<file path="src/core/adcc_consts.svh">
// register map, field positions, reset values and timing counts
`ifndef ADCC_CONSTS_SVH
`define ADCC_CONSTS_SVH
`define ADCC_REG_SC1 8'h00
`define ADCC_REG_SC2 8'h01
`define ADCC_REG_IRQ_STAT 8'h02
`define ADCC_REG_IRQ_MASK 8'h03
`define ADCC_SC1_CONVERSION_DONE_FLAG 7
`define ADCC_SC1_DONE_IRQ_ENABLE 6
`define ADCC_SC1_CONTINUOUS_ENABLE 5
`define ADCC_SC2_ACTIVE 7
`define ADCC_SC2_TRIG 6
`define ADCC_SC2_CMP 5
`define ADCC_SC1_RESET 8'h1f
`define ADCC_CH_LAST_INPUT 5'h1b
`define ADCC_CH_RESERVED 5'h1c
`define ADCC_CH_REF_HIGH 5'h1d
`define ADCC_CH_REF_LOW 5'h1e
`define ADCC_CH_OFF 5'h1f
`define ADCC_IRQ_DONE 0
`define ADCC_IRQ_ABORT 1
`define ADCC_IRQ_RESET 2'h0
`define ADCC_CLK_PERIOD_NS 50
`define ADCC_CONV_TIME_NS 1000
`define ADCC_CONV_CYCLES ((`ADCC_CONV_TIME_NS + `ADCC_CLK_PERIOD_NS - 1) / `ADCC_CLK_PERIOD_NS)
`endif

</file>
<file path="src/core/adcc_pkg.sv">
// types shared by the conversion control and its sequencer
package adcc_pkg;
    typedef enum logic [1:0] {
        ADCC_IDLE = 2'b00,
        ADCC_SINGLE = 2'b01,
        ADCC_CONT = 2'b10
    } adcc_mode_t;

    typedef struct packed {
        adcc_mode_t mode;
        logic conversion_done_flag;
        logic done_irq_enable;
        logic continuous_enable;
        logic [4:0] ch;
        logic [1:0] irq_stat;
        logic [1:0] irq_mask;
        logic [7:0] rdata;
        logic trig_s1;
        logic trig_s2;
        logic trig_prev;
    } adcc_ctrl_t;

    typedef struct packed {
        logic busy;
        logic done;
        logic [15:0] count;
    } adcc_seq_t;
endpackage : adcc_pkg

</file>
<file path="src/core/adcc_sar_if.sv">
// start/abort/busy/done carrier between control and sequencer
`timescale 1ns/100ps
`default_nettype none
interface adcc_sar_if;
    logic start;
    logic abort;
    logic busy;
    logic done;
    modport ctrl (output start, output abort, input busy, input done);
    modport seq (input start, input abort, output busy, output done);
endinterface : adcc_sar_if
`default_nettype wire

</file>
<file path="src/core/adcc_conversion_control.sv">
// conversion start, abort, done flag and interrupt control
//
// What this block does
// - any control-one write aborts a running conversion and starts anew unless channel off or hardware trigger selected
// - done flag bit 7 is read only; set at each conversion end without compare
// - with compare enabled the done flag sets only when compare is true
// - done flag clears on control-one write and on low result read
// - bit 6 lets the done flag raise the conversion-complete interrupt
// - continuous bit 5 low: one conversion per write or per hardware trigger
// - continuous bit high: back-to-back conversions started by write or trigger
// - bits 4 to 0 pick the analog input to sample
// - codes 0 to 27 inputs, 28 reserved, 29 high ref, 30 low ref, 31 off
// - channel all ones powers the converter down and isolates the input
// - writing all ones stops continuous mode with no extra conversion
// - converter drops to low power by itself when activity ends
// - compare-enable input decides when the done flag may set
// - trigger-select picks register write or hardware trigger as start source
// - conversion-active sets at start, clears on completion or abort
//
// Implementation choices: strobed register access and the register offsets.
`timescale 1ns/100ps
`default_nettype none
`include "adcc_consts.svh"
module adcc_conversion_control #(
    parameter int CONV_CYCLES = `ADCC_CONV_CYCLES
) (
    input wire logic core_clk,
    input wire logic resetn,
    input wire logic [7:0] reg_addr,
    input wire logic [7:0] reg_wdata,
    input wire logic reg_wr,
    input wire logic reg_rd,
    output logic [7:0] reg_rdata,
    input wire logic compare_enable,
    input wire logic trigger_select,
    input wire logic compare_true,
    input wire logic result_low_read,
    input wire logic hardware_trigger_in,
    output logic [4:0] channel_select,
    output logic converter_power_on,
    output logic input_isolate,
    output logic sel_ref_high,
    output logic sel_ref_low,
    output logic sel_reserved,
    output logic conversion_active,
    output logic irq
);
    adcc_pkg::adcc_ctrl_t r;
    adcc_pkg::adcc_ctrl_t next_r;
    adcc_sar_if sar ();

    logic wr_sc1;
    logic wr_mask;
    logic rd_stat;
    logic wr_off;
    logic ch_off;
    logic trig_edge;
    logic hw_start;
    logic sw_start;
    logic sets_conversion_done_flag;

    ////////////////////////////////////////////////////////////////////////////
    // conversion timer
    adcc_sar_seq #(
        .CONV_CYCLES(CONV_CYCLES)
    ) u_seq (
        .core_clk(core_clk),
        .resetn(resetn),
        .sar(sar.seq)
    );

    ////////////////////////////////////////////////////////////////////////////
    // decode
    assign wr_sc1 = reg_wr && (reg_addr == `ADCC_REG_SC1);
    assign wr_mask = reg_wr && (reg_addr == `ADCC_REG_IRQ_MASK);
    assign rd_stat = reg_rd && (reg_addr == `ADCC_REG_IRQ_STAT);
    assign wr_off = (reg_wdata[4:0] == `ADCC_CH_OFF);
    assign ch_off = (r.ch == `ADCC_CH_OFF);
    // only the second stage of the synchroniser is examined
    assign trig_edge = r.trig_s2 && !r.trig_prev;
    // a trigger edge landing while a conversion is still busy, even on its last cycle, is dropped
    assign hw_start = trig_edge && trigger_select && !ch_off
                      && (!sar.busy || sar.done) && !wr_sc1;
    assign sw_start = wr_sc1 && !wr_off && !trigger_select;
    assign sets_conversion_done_flag = sar.done && (!compare_enable || compare_true);

    ////////////////////////////////////////////////////////////////////////////
    // next state
    always_comb begin
        next_r = r;
        sar.start = 1'b0;
        sar.abort = 1'b0;
        next_r.trig_s1 = hardware_trigger_in;
        next_r.trig_s2 = r.trig_s1;
        next_r.trig_prev = r.trig_s2;

        // register read, data valid in the following cycle only
        next_r.rdata = 8'h00;
        if (reg_rd) begin
            unique case (reg_addr)
                `ADCC_REG_SC1: next_r.rdata = {r.conversion_done_flag, r.done_irq_enable, r.continuous_enable, r.ch};
                `ADCC_REG_SC2: next_r.rdata = {sar.busy, trigger_select,
                                               compare_enable, 5'h00};
                `ADCC_REG_IRQ_STAT: next_r.rdata = {6'h00, r.irq_stat};
                `ADCC_REG_IRQ_MASK: next_r.rdata = {6'h00, r.irq_mask};
                default: next_r.rdata = 8'h00;
            endcase
        end

        // clears first, so a same-cycle set below wins
        if (rd_stat) begin
            next_r.irq_stat = `ADCC_IRQ_RESET;
        end
        if (wr_mask) begin
            next_r.irq_mask = reg_wdata[1:0];
        end
        if (result_low_read) begin
            next_r.conversion_done_flag = 1'b0;
        end

        if (wr_sc1) begin
            next_r.done_irq_enable = reg_wdata[`ADCC_SC1_DONE_IRQ_ENABLE];
            next_r.continuous_enable = reg_wdata[`ADCC_SC1_CONTINUOUS_ENABLE];
            next_r.ch = reg_wdata[4:0];
            next_r.conversion_done_flag = 1'b0;
            if (sar.busy && !sar.done) begin
                sar.abort = 1'b1;
                next_r.irq_stat[`ADCC_IRQ_ABORT] = 1'b1;
            end
            if (sw_start) begin
                sar.start = 1'b1;
                next_r.mode = reg_wdata[`ADCC_SC1_CONTINUOUS_ENABLE] ? adcc_pkg::ADCC_CONT
                                                        : adcc_pkg::ADCC_SINGLE;
            end else begin
                // off code or hardware mode: stop and wait, no extra conversion
                next_r.mode = adcc_pkg::ADCC_IDLE;
            end
        end else if (hw_start) begin
            sar.start = 1'b1;
            next_r.mode = r.continuous_enable ? adcc_pkg::ADCC_CONT : adcc_pkg::ADCC_SINGLE;
        end else if (sar.done) begin
            unique case (r.mode)
                adcc_pkg::ADCC_CONT: sar.start = !ch_off;
                adcc_pkg::ADCC_SINGLE: next_r.mode = adcc_pkg::ADCC_IDLE;
                adcc_pkg::ADCC_IDLE: next_r.mode = adcc_pkg::ADCC_IDLE;
                default: next_r.mode = adcc_pkg::ADCC_IDLE;
            endcase
        end

        if (sets_conversion_done_flag) begin
            next_r.conversion_done_flag = 1'b1;
            if (!r.conversion_done_flag && r.done_irq_enable) begin
                next_r.irq_stat[`ADCC_IRQ_DONE] = 1'b1;
            end
        end
    end

    always_ff @(posedge core_clk or negedge resetn) begin
        if (!resetn) begin
            r.mode <= adcc_pkg::ADCC_IDLE;
            r.conversion_done_flag <= 1'b0;
            r.done_irq_enable <= 1'b0;
            r.continuous_enable <= 1'b0;
            r.ch <= `ADCC_CH_OFF;
            r.irq_stat <= `ADCC_IRQ_RESET;
            r.irq_mask <= `ADCC_IRQ_RESET;
            r.rdata <= 8'h00;
            r.trig_s1 <= 1'b0;
            r.trig_s2 <= 1'b0;
            r.trig_prev <= 1'b0;
        end else begin
            r <= next_r;
        end
    end

    ////////////////////////////////////////////////////////////////////////////
    // outputs
    assign reg_rdata = r.rdata;
    assign channel_select = r.ch;
    assign converter_power_on = sar.busy;
    assign input_isolate = ch_off;
    assign sel_ref_high = (r.ch == `ADCC_CH_REF_HIGH);
    assign sel_ref_low = (r.ch == `ADCC_CH_REF_LOW);
    assign sel_reserved = (r.ch == `ADCC_CH_RESERVED);
    assign conversion_active = sar.busy;
    assign irq = |(r.irq_stat & r.irq_mask);
endmodule : adcc_conversion_control
`default_nettype wire

</file>
<file path="src/core/adcc_sar_seq.sv">
// conversion timing sequencer
`timescale 1ns/100ps
`default_nettype none
`include "adcc_consts.svh"
module adcc_sar_seq #(
    parameter int CONV_CYCLES = `ADCC_CONV_CYCLES
) (
    input wire logic core_clk,
    input wire logic resetn,
    adcc_sar_if.seq sar
);
    adcc_pkg::adcc_seq_t r;
    adcc_pkg::adcc_seq_t next_r;

    always_comb begin
        next_r = r;
        next_r.done = 1'b0;
        if (sar.start) begin
            next_r.busy = 1'b1;
            next_r.count = '0;
        end else if (sar.abort) begin
            next_r.busy = 1'b0;
        end else if (r.busy) begin
            if (r.count == 16'(CONV_CYCLES - 1)) begin
                next_r.busy = 1'b0;
                next_r.done = 1'b1;
            end else begin
                next_r.count = r.count + 16'h0001;
            end
        end
    end

    always_ff @(posedge core_clk or negedge resetn) begin
        if (!resetn) begin
            r <= '0;
        end else begin
            r <= next_r;
        end
    end

    assign sar.busy = r.busy;
    assign sar.done = r.done;
endmodule : adcc_sar_seq
`default_nettype wire

</file>
<file path="config.mk">
export PLATFORM = sky130hd
export DESIGN_NAME = adcc_conversion_control
export DESIGN_NICKNAME = d
export VERILOG_FILES = /design/src/core/adcc_pkg.sv /design/src/core/adcc_sar_if.sv /design/src/core/adcc_conversion_control.sv /design/src/core/adcc_sar_seq.sv
export VERILOG_INCLUDE_DIRS = /design/src /design/src/core
export SDC_FILE = /design/constraint.sdc
export NUM_CORES = 1
export LEC_CHECK = 0
export BUFFER_PORTS_ARGS = -buffer_cell sky130_fd_sc_hd__buf_4
export CORE_UTILIZATION = 35
export DETAILED_ROUTE_END_ITERATION = 8
export MAX_ROUTING_LAYER = met4
export SLEW_MARGIN = 30
export SYNTH_ARGS = -nofsm -noshare
export SYNTH_HDL_FRONTEND = slang
export SYNTH_SLANG_ARGS = --single-unit
</file>
<file path="constraint.sdc">
create_clock -name core_clk -period 2.5 [get_ports core_clk]
set_input_delay 0.5 -clock core_clk [delete_from_list [all_inputs] [get_ports core_clk]]
set_output_delay 0.5 -clock core_clk [all_outputs]
set_load 0.1 [all_outputs]
</file>
=== Word level (Yosys, flattened, before mapping) ===
Cells that the tools add are included.

* Input bits: 25
* Bits in registers: 43

* Add/sub/neg operators: 1
* Reductions and logical operators: 31
* Bitwise operators: 1
* Eq/ne operators: 13
* Muxes and demuxes: 31

{| class="wikitable"
|+ Operators with widths
! operator !! number
|-
| $mux W16 || 2
|-
| $pmux W8 S4 || 1
|-
| $eq A5 B5 Y1 const B || 5
|-
| $mux W18 || 1
|-
| $mux W2 || 9
|-
| $mux W17 || 1
|-
| $add A16 B1 Y16 const B || 1
|-
| $eq A16 B5 Y1 const B || 1
|-
| $eq A8 B2 Y1 const B || 2
|-
| $mux W1 || 15
|-
| $logic_and A1 B1 Y1 || 13
|-
| $logic_not A1 Y1 || 9
|-
| $mux W9 || 1
|-
| $eq A8 B1 Y1 const B || 1
|-
| $logic_not A8 Y1 || 1
|-
| $mux W8 || 1
|-
| $reduce_bool A3 Y1 || 2
|-
| $ne A2 B2 Y1 const B || 2
|-
| $ne A3 B3 Y1 const B || 1
|-
| $reduce_and A3 Y1 || 1
|-
| $and A2 B2 Y2 || 1
|-
| $eq A2 B2 Y1 const B || 1
|-
| $logic_or A1 B1 Y1 || 2
|-
| $reduce_and A2 Y1 || 1
|-
| 2 further kinds || 2
|}

=== Depth between registers and ports, before layout ===
* Depth in word-level cells: 10
* Gate-level depth with buffers: 6
* Depth with buffers taken out: 5

=== Hierarchy ===
From an unflattened synthesis, not the netlist that was laid out.

* Cells, all modules: 212
* Area, all modules: 2280.9 sq um

{| class="wikitable"
|+ By module, submodules not included
! module !! cells an instance !! area each (sq um) !! times used
|-
| adcc_conversion_control || 115 || 1312.5 || 1
|-
| adcc_sar_seq || 97 || 968.4 || 1
|}

=== Worst setup path after synthesis ===
No wires, ideal clock.

* Path type: register to output
* Start point: register r (netlist bit channel_select[4])
* End point: output sel_reserved
* Cell stages (with the launch flop): 3
* Arrival time: 2939 ps
* Setup slack: -939 ps
* Path through: dfstp_2 > and3_1 > nor3b_1

* Word-level cells in the longest chain between the ends: 1

{| class="wikitable"
|+ RTL lines
! what !! line !! RTL
|-
| from (decl) || adcc_conversion_control.sv:48 || <nowiki>adcc_pkg::adcc_ctrl_t r;</nowiki>
|-
| from (signal assigned) || adcc_conversion_control.sv:172 || <nowiki>r <= next_r;</nowiki>
|-
| $eq A5 B5 Y1 (no line) || -- ||
|-
| to (decl) || adcc_conversion_control.sv:44 || <nowiki>output logic sel_reserved,</nowiki>
|}

No other way between the ends.

=== Worst setup path in the final report ===
* Start point: register r (netlist bit channel_select[2])
* End point: output input_isolate

* Word-level cells in the longest chain between the ends: 1

{| class="wikitable"
|+ RTL lines
! what !! line !! RTL
|-
| $eq A5 B5 Y1 (no line) || -- ||
|-
| to (decl) || adcc_conversion_control.sv:41 || <nowiki>output logic input_isolate,</nowiki>
|}

No other way between the ends.

==> impl_metrics.toml <==
[yosys]
ys_ff_latch = 43
yosys.area.top_type = "dfrtp_1"
synth_ff_type = "dfrtp_1"
async_reset_ff_share_pct = 100
synth.avg_cell_area_sq_um = 11.0
synth.distinct_cells = 51
synth_top_cells_by_area = "dfrtp_1, a211oi_2, dfstp_2"
synthesis.nets = 240
yosysSeqAreaShare_pct = 45.9
synth.top_cell.area_share_pct = 40.3
synth_edf_count = 0
syn_area_sq_mm = 0.00236
syn-instance-count = 214
ys_warn_count = 0

[global_routing]
grt_pass1_wl_microns = 8240
grt_util_all_layers_pct = 15.2
grt_antenna_before_repair = 0
grt-ovfl-total = 0
grt_max_degree = 44
grt_pass1_vias = 1707

[finish]
final_common_cell = "buf_4"
final_cell_mix = "buf_4, dfrtp_1, a211oi_2"
drive_above_1_share_pct = 37.6
utilization_pct = 42.8
regArea_sq_mm = 0.00108
syn2layout_area_growth_pct = 16.6
nFillCells = 621
finalNetCount = 270
multi_input_area_sq_mm = 0.00111
antennaDiodeCount = 0

[timing]
worst_slew_pin_slew_ns = 0.548
setup_ws_ns = 0.298
fin_crit_sh_pct = 88.1
skew_ns = 0.0167
final.min_clock_period_ns = 2.20
max_slew_margin_pct = 63.4
setup_viol = 0
setup_tns_ns = 0
rsz0062_at_grt = "no"
timing.fmax_ghz = 0.454
hold_viol_final = 0
drv_slew = 0

[status]
violations = "DRC"
outcome = "complete, but fails checks"

[placed_design]
gp_congestion = 0.755
place_hpwl_microns = 3570
pre_cts_ws_ns = 0.285
portBuffers = 43

[detailed_routing]
wl_per_cell_microns = 15.7
drt_wl_total_microns = 5050
first_pass_iters = 8
drcViolationCount = 8
viasPerCell = 5.50
ant_nets = 0
route.vias.total = 1772
drtIter0Drc = 65

[clock_network]
postCtsResizedCells = 0
post_cts_buffers = 0
cts_max_level = 2
clock-root-buffer = "clkbuf_8"
clk_latency_ns = 0.31
path_clk_slew_ns = 0.10
cts_made_buffers = 5
clkSinkCount = 43
ctsLongestPathBuffers = 2
cts_hold_buf = 0
cts_tree = "yes"

[die]
pin_count = 45
die_area_sq_mm = 0.00707
start_util_pct = 36.7
die_h_microns = 84.1
core_area_sq_mm = 0.00642
rows = 29
die_w_microns = 84.1

[worst_setup_path]
cp_slowest_cell = "dfstp_2"
path_cells = "and3_1 -> nand3_1 -> inv_1 -> buf_4"
crit_required_ns = 2.00
worstPathArrival_ns = 1.70
path_max_fanout = 4
cp-start-kind = "register"
cp-end-kind = "primary output"
critPathMaxStageDelay_ns = 0.56
path_class = "register to primary output"

[pwr]
p_leak_nw = 1.19
vdd.ir_drop.worst_uv = 476
p_per_area_mw_per_mm2 = 679

[flow_run]
cap_viol_max_count = 0

[worst_hold_path]
hp-class = "input pin to async pin"
==> synth_stat cells (all sizes together) (7+ instances only) <==
| cell | count |
|---|---|
| dfrtp | 38 |
| buf | 18 |
| a211oi | 14 |
| o21ai | 12 |
| mux2 | 10 |
| nand3 | 10 |
| or3 | 9 |
| nand2 | 8 |
| nor2 | 8 |
| nor3b | 7 |
==> final timing paths <==
| check | startpoint | to | slack, ns | cells after the start |
|---|---|---|---|---|
| max in group asynchronous | resetn | u_seq.r[4]$_DFFE_PN0P_ | 1.94 | 1 |
| max | channel_select[2]$_DFFE_PN1N_ | input_isolate | 0.30 | 4 |
| min in group core_clk | hardware_trigger_in | next_r[1]$_DFF_PN0_ | 0.31 | 1 |
| min | resetn | u_seq.r[12]$_DFFE_PN0P_ | 0.17 | 1 |
| max reg2reg | u_seq.r[0]$_DFFE_PN0P_ | u_seq.r[11]$_DFFE_PN0P_ | 0.60 | 5 |
| min reg2reg | next_r[1]$_DFF_PN0_ | next_r[0]$_DFF_PN0_ | 0.36 | 0 |
==> layout make-up <==
cell class | instances | share of cell area [%]
Sequential cell | 43 | 39.4
Multi-Input combinational cell | 142 | 40.2
Tap cell | 77 | 3.50
Inverter | 5 | 0.683
Clock buffer | 5 | 2.50
Clock inverter | 3 | 0.865
Timing Repair Buffer | 47 | 12.8
==> flip-flops by register name, indices dropped and copies added (netlist names) <==
register and count:
channel_select 5, next_r 2, r 10, reg_rdata 8
u_seq.r 16, u_seq.sar.busy 1, u_seq.sar.done 1
==> kinds of logic after synthesis <==
group	share of synthesized area (%)
and+or+nand+nor	21.3
DFF	45.9
muxes	6.05
AOI/OAI and AO/OA	18.6
adders and majority gates	0.531
buffers and inverters	7.59
==> routing by layer <==
layer / wire [microns] / vias to the layer above / GRT usage, %
met2: 2390 / 36 / 24.3
li1: - / 872 / -
met1: 2350 / 857 / 18.8
met4: 65 / 0 / 5.33
met3: 236 / 7 / 3.66
met5: 0 / - / -
==> per-stage QoR <==
| step | power, mW | area [sq um] | hold WS [ns] | std cells |
|---|---|---|---|---|
| 2_1_floorplan | 1.30 | 2370 | 0.204 | 214 |
| 3_3_place_gp | 1.41 | 2660 | 0.341 | 314 |
| 3_5_place_dp | 1.42 | 2660 | 0.342 | 314 |
| 4_1_cts | 1.89 | 2750 | 0.194 | 322 |
| 5_1_grt | 1.97 | 2750 | 0.224 | 322 |
| 6_report | 1.87 | 2750 | 0.172 | 322 |
==> power breakdown <==
part	switching (mW)	internal [mW]
Sequential	0.0892	0.777
Clock	0.266	0.200
Combinational	0.336	0.199
Total	0.691	1.18
==> critical path, delay by kind of cell, from the launching register on <==
family,cells,cell delay [ns]
simple gates,2,0.37
buf+inv,2,0.46
flops,1,0.56
(Power assumes the default switching activity.)
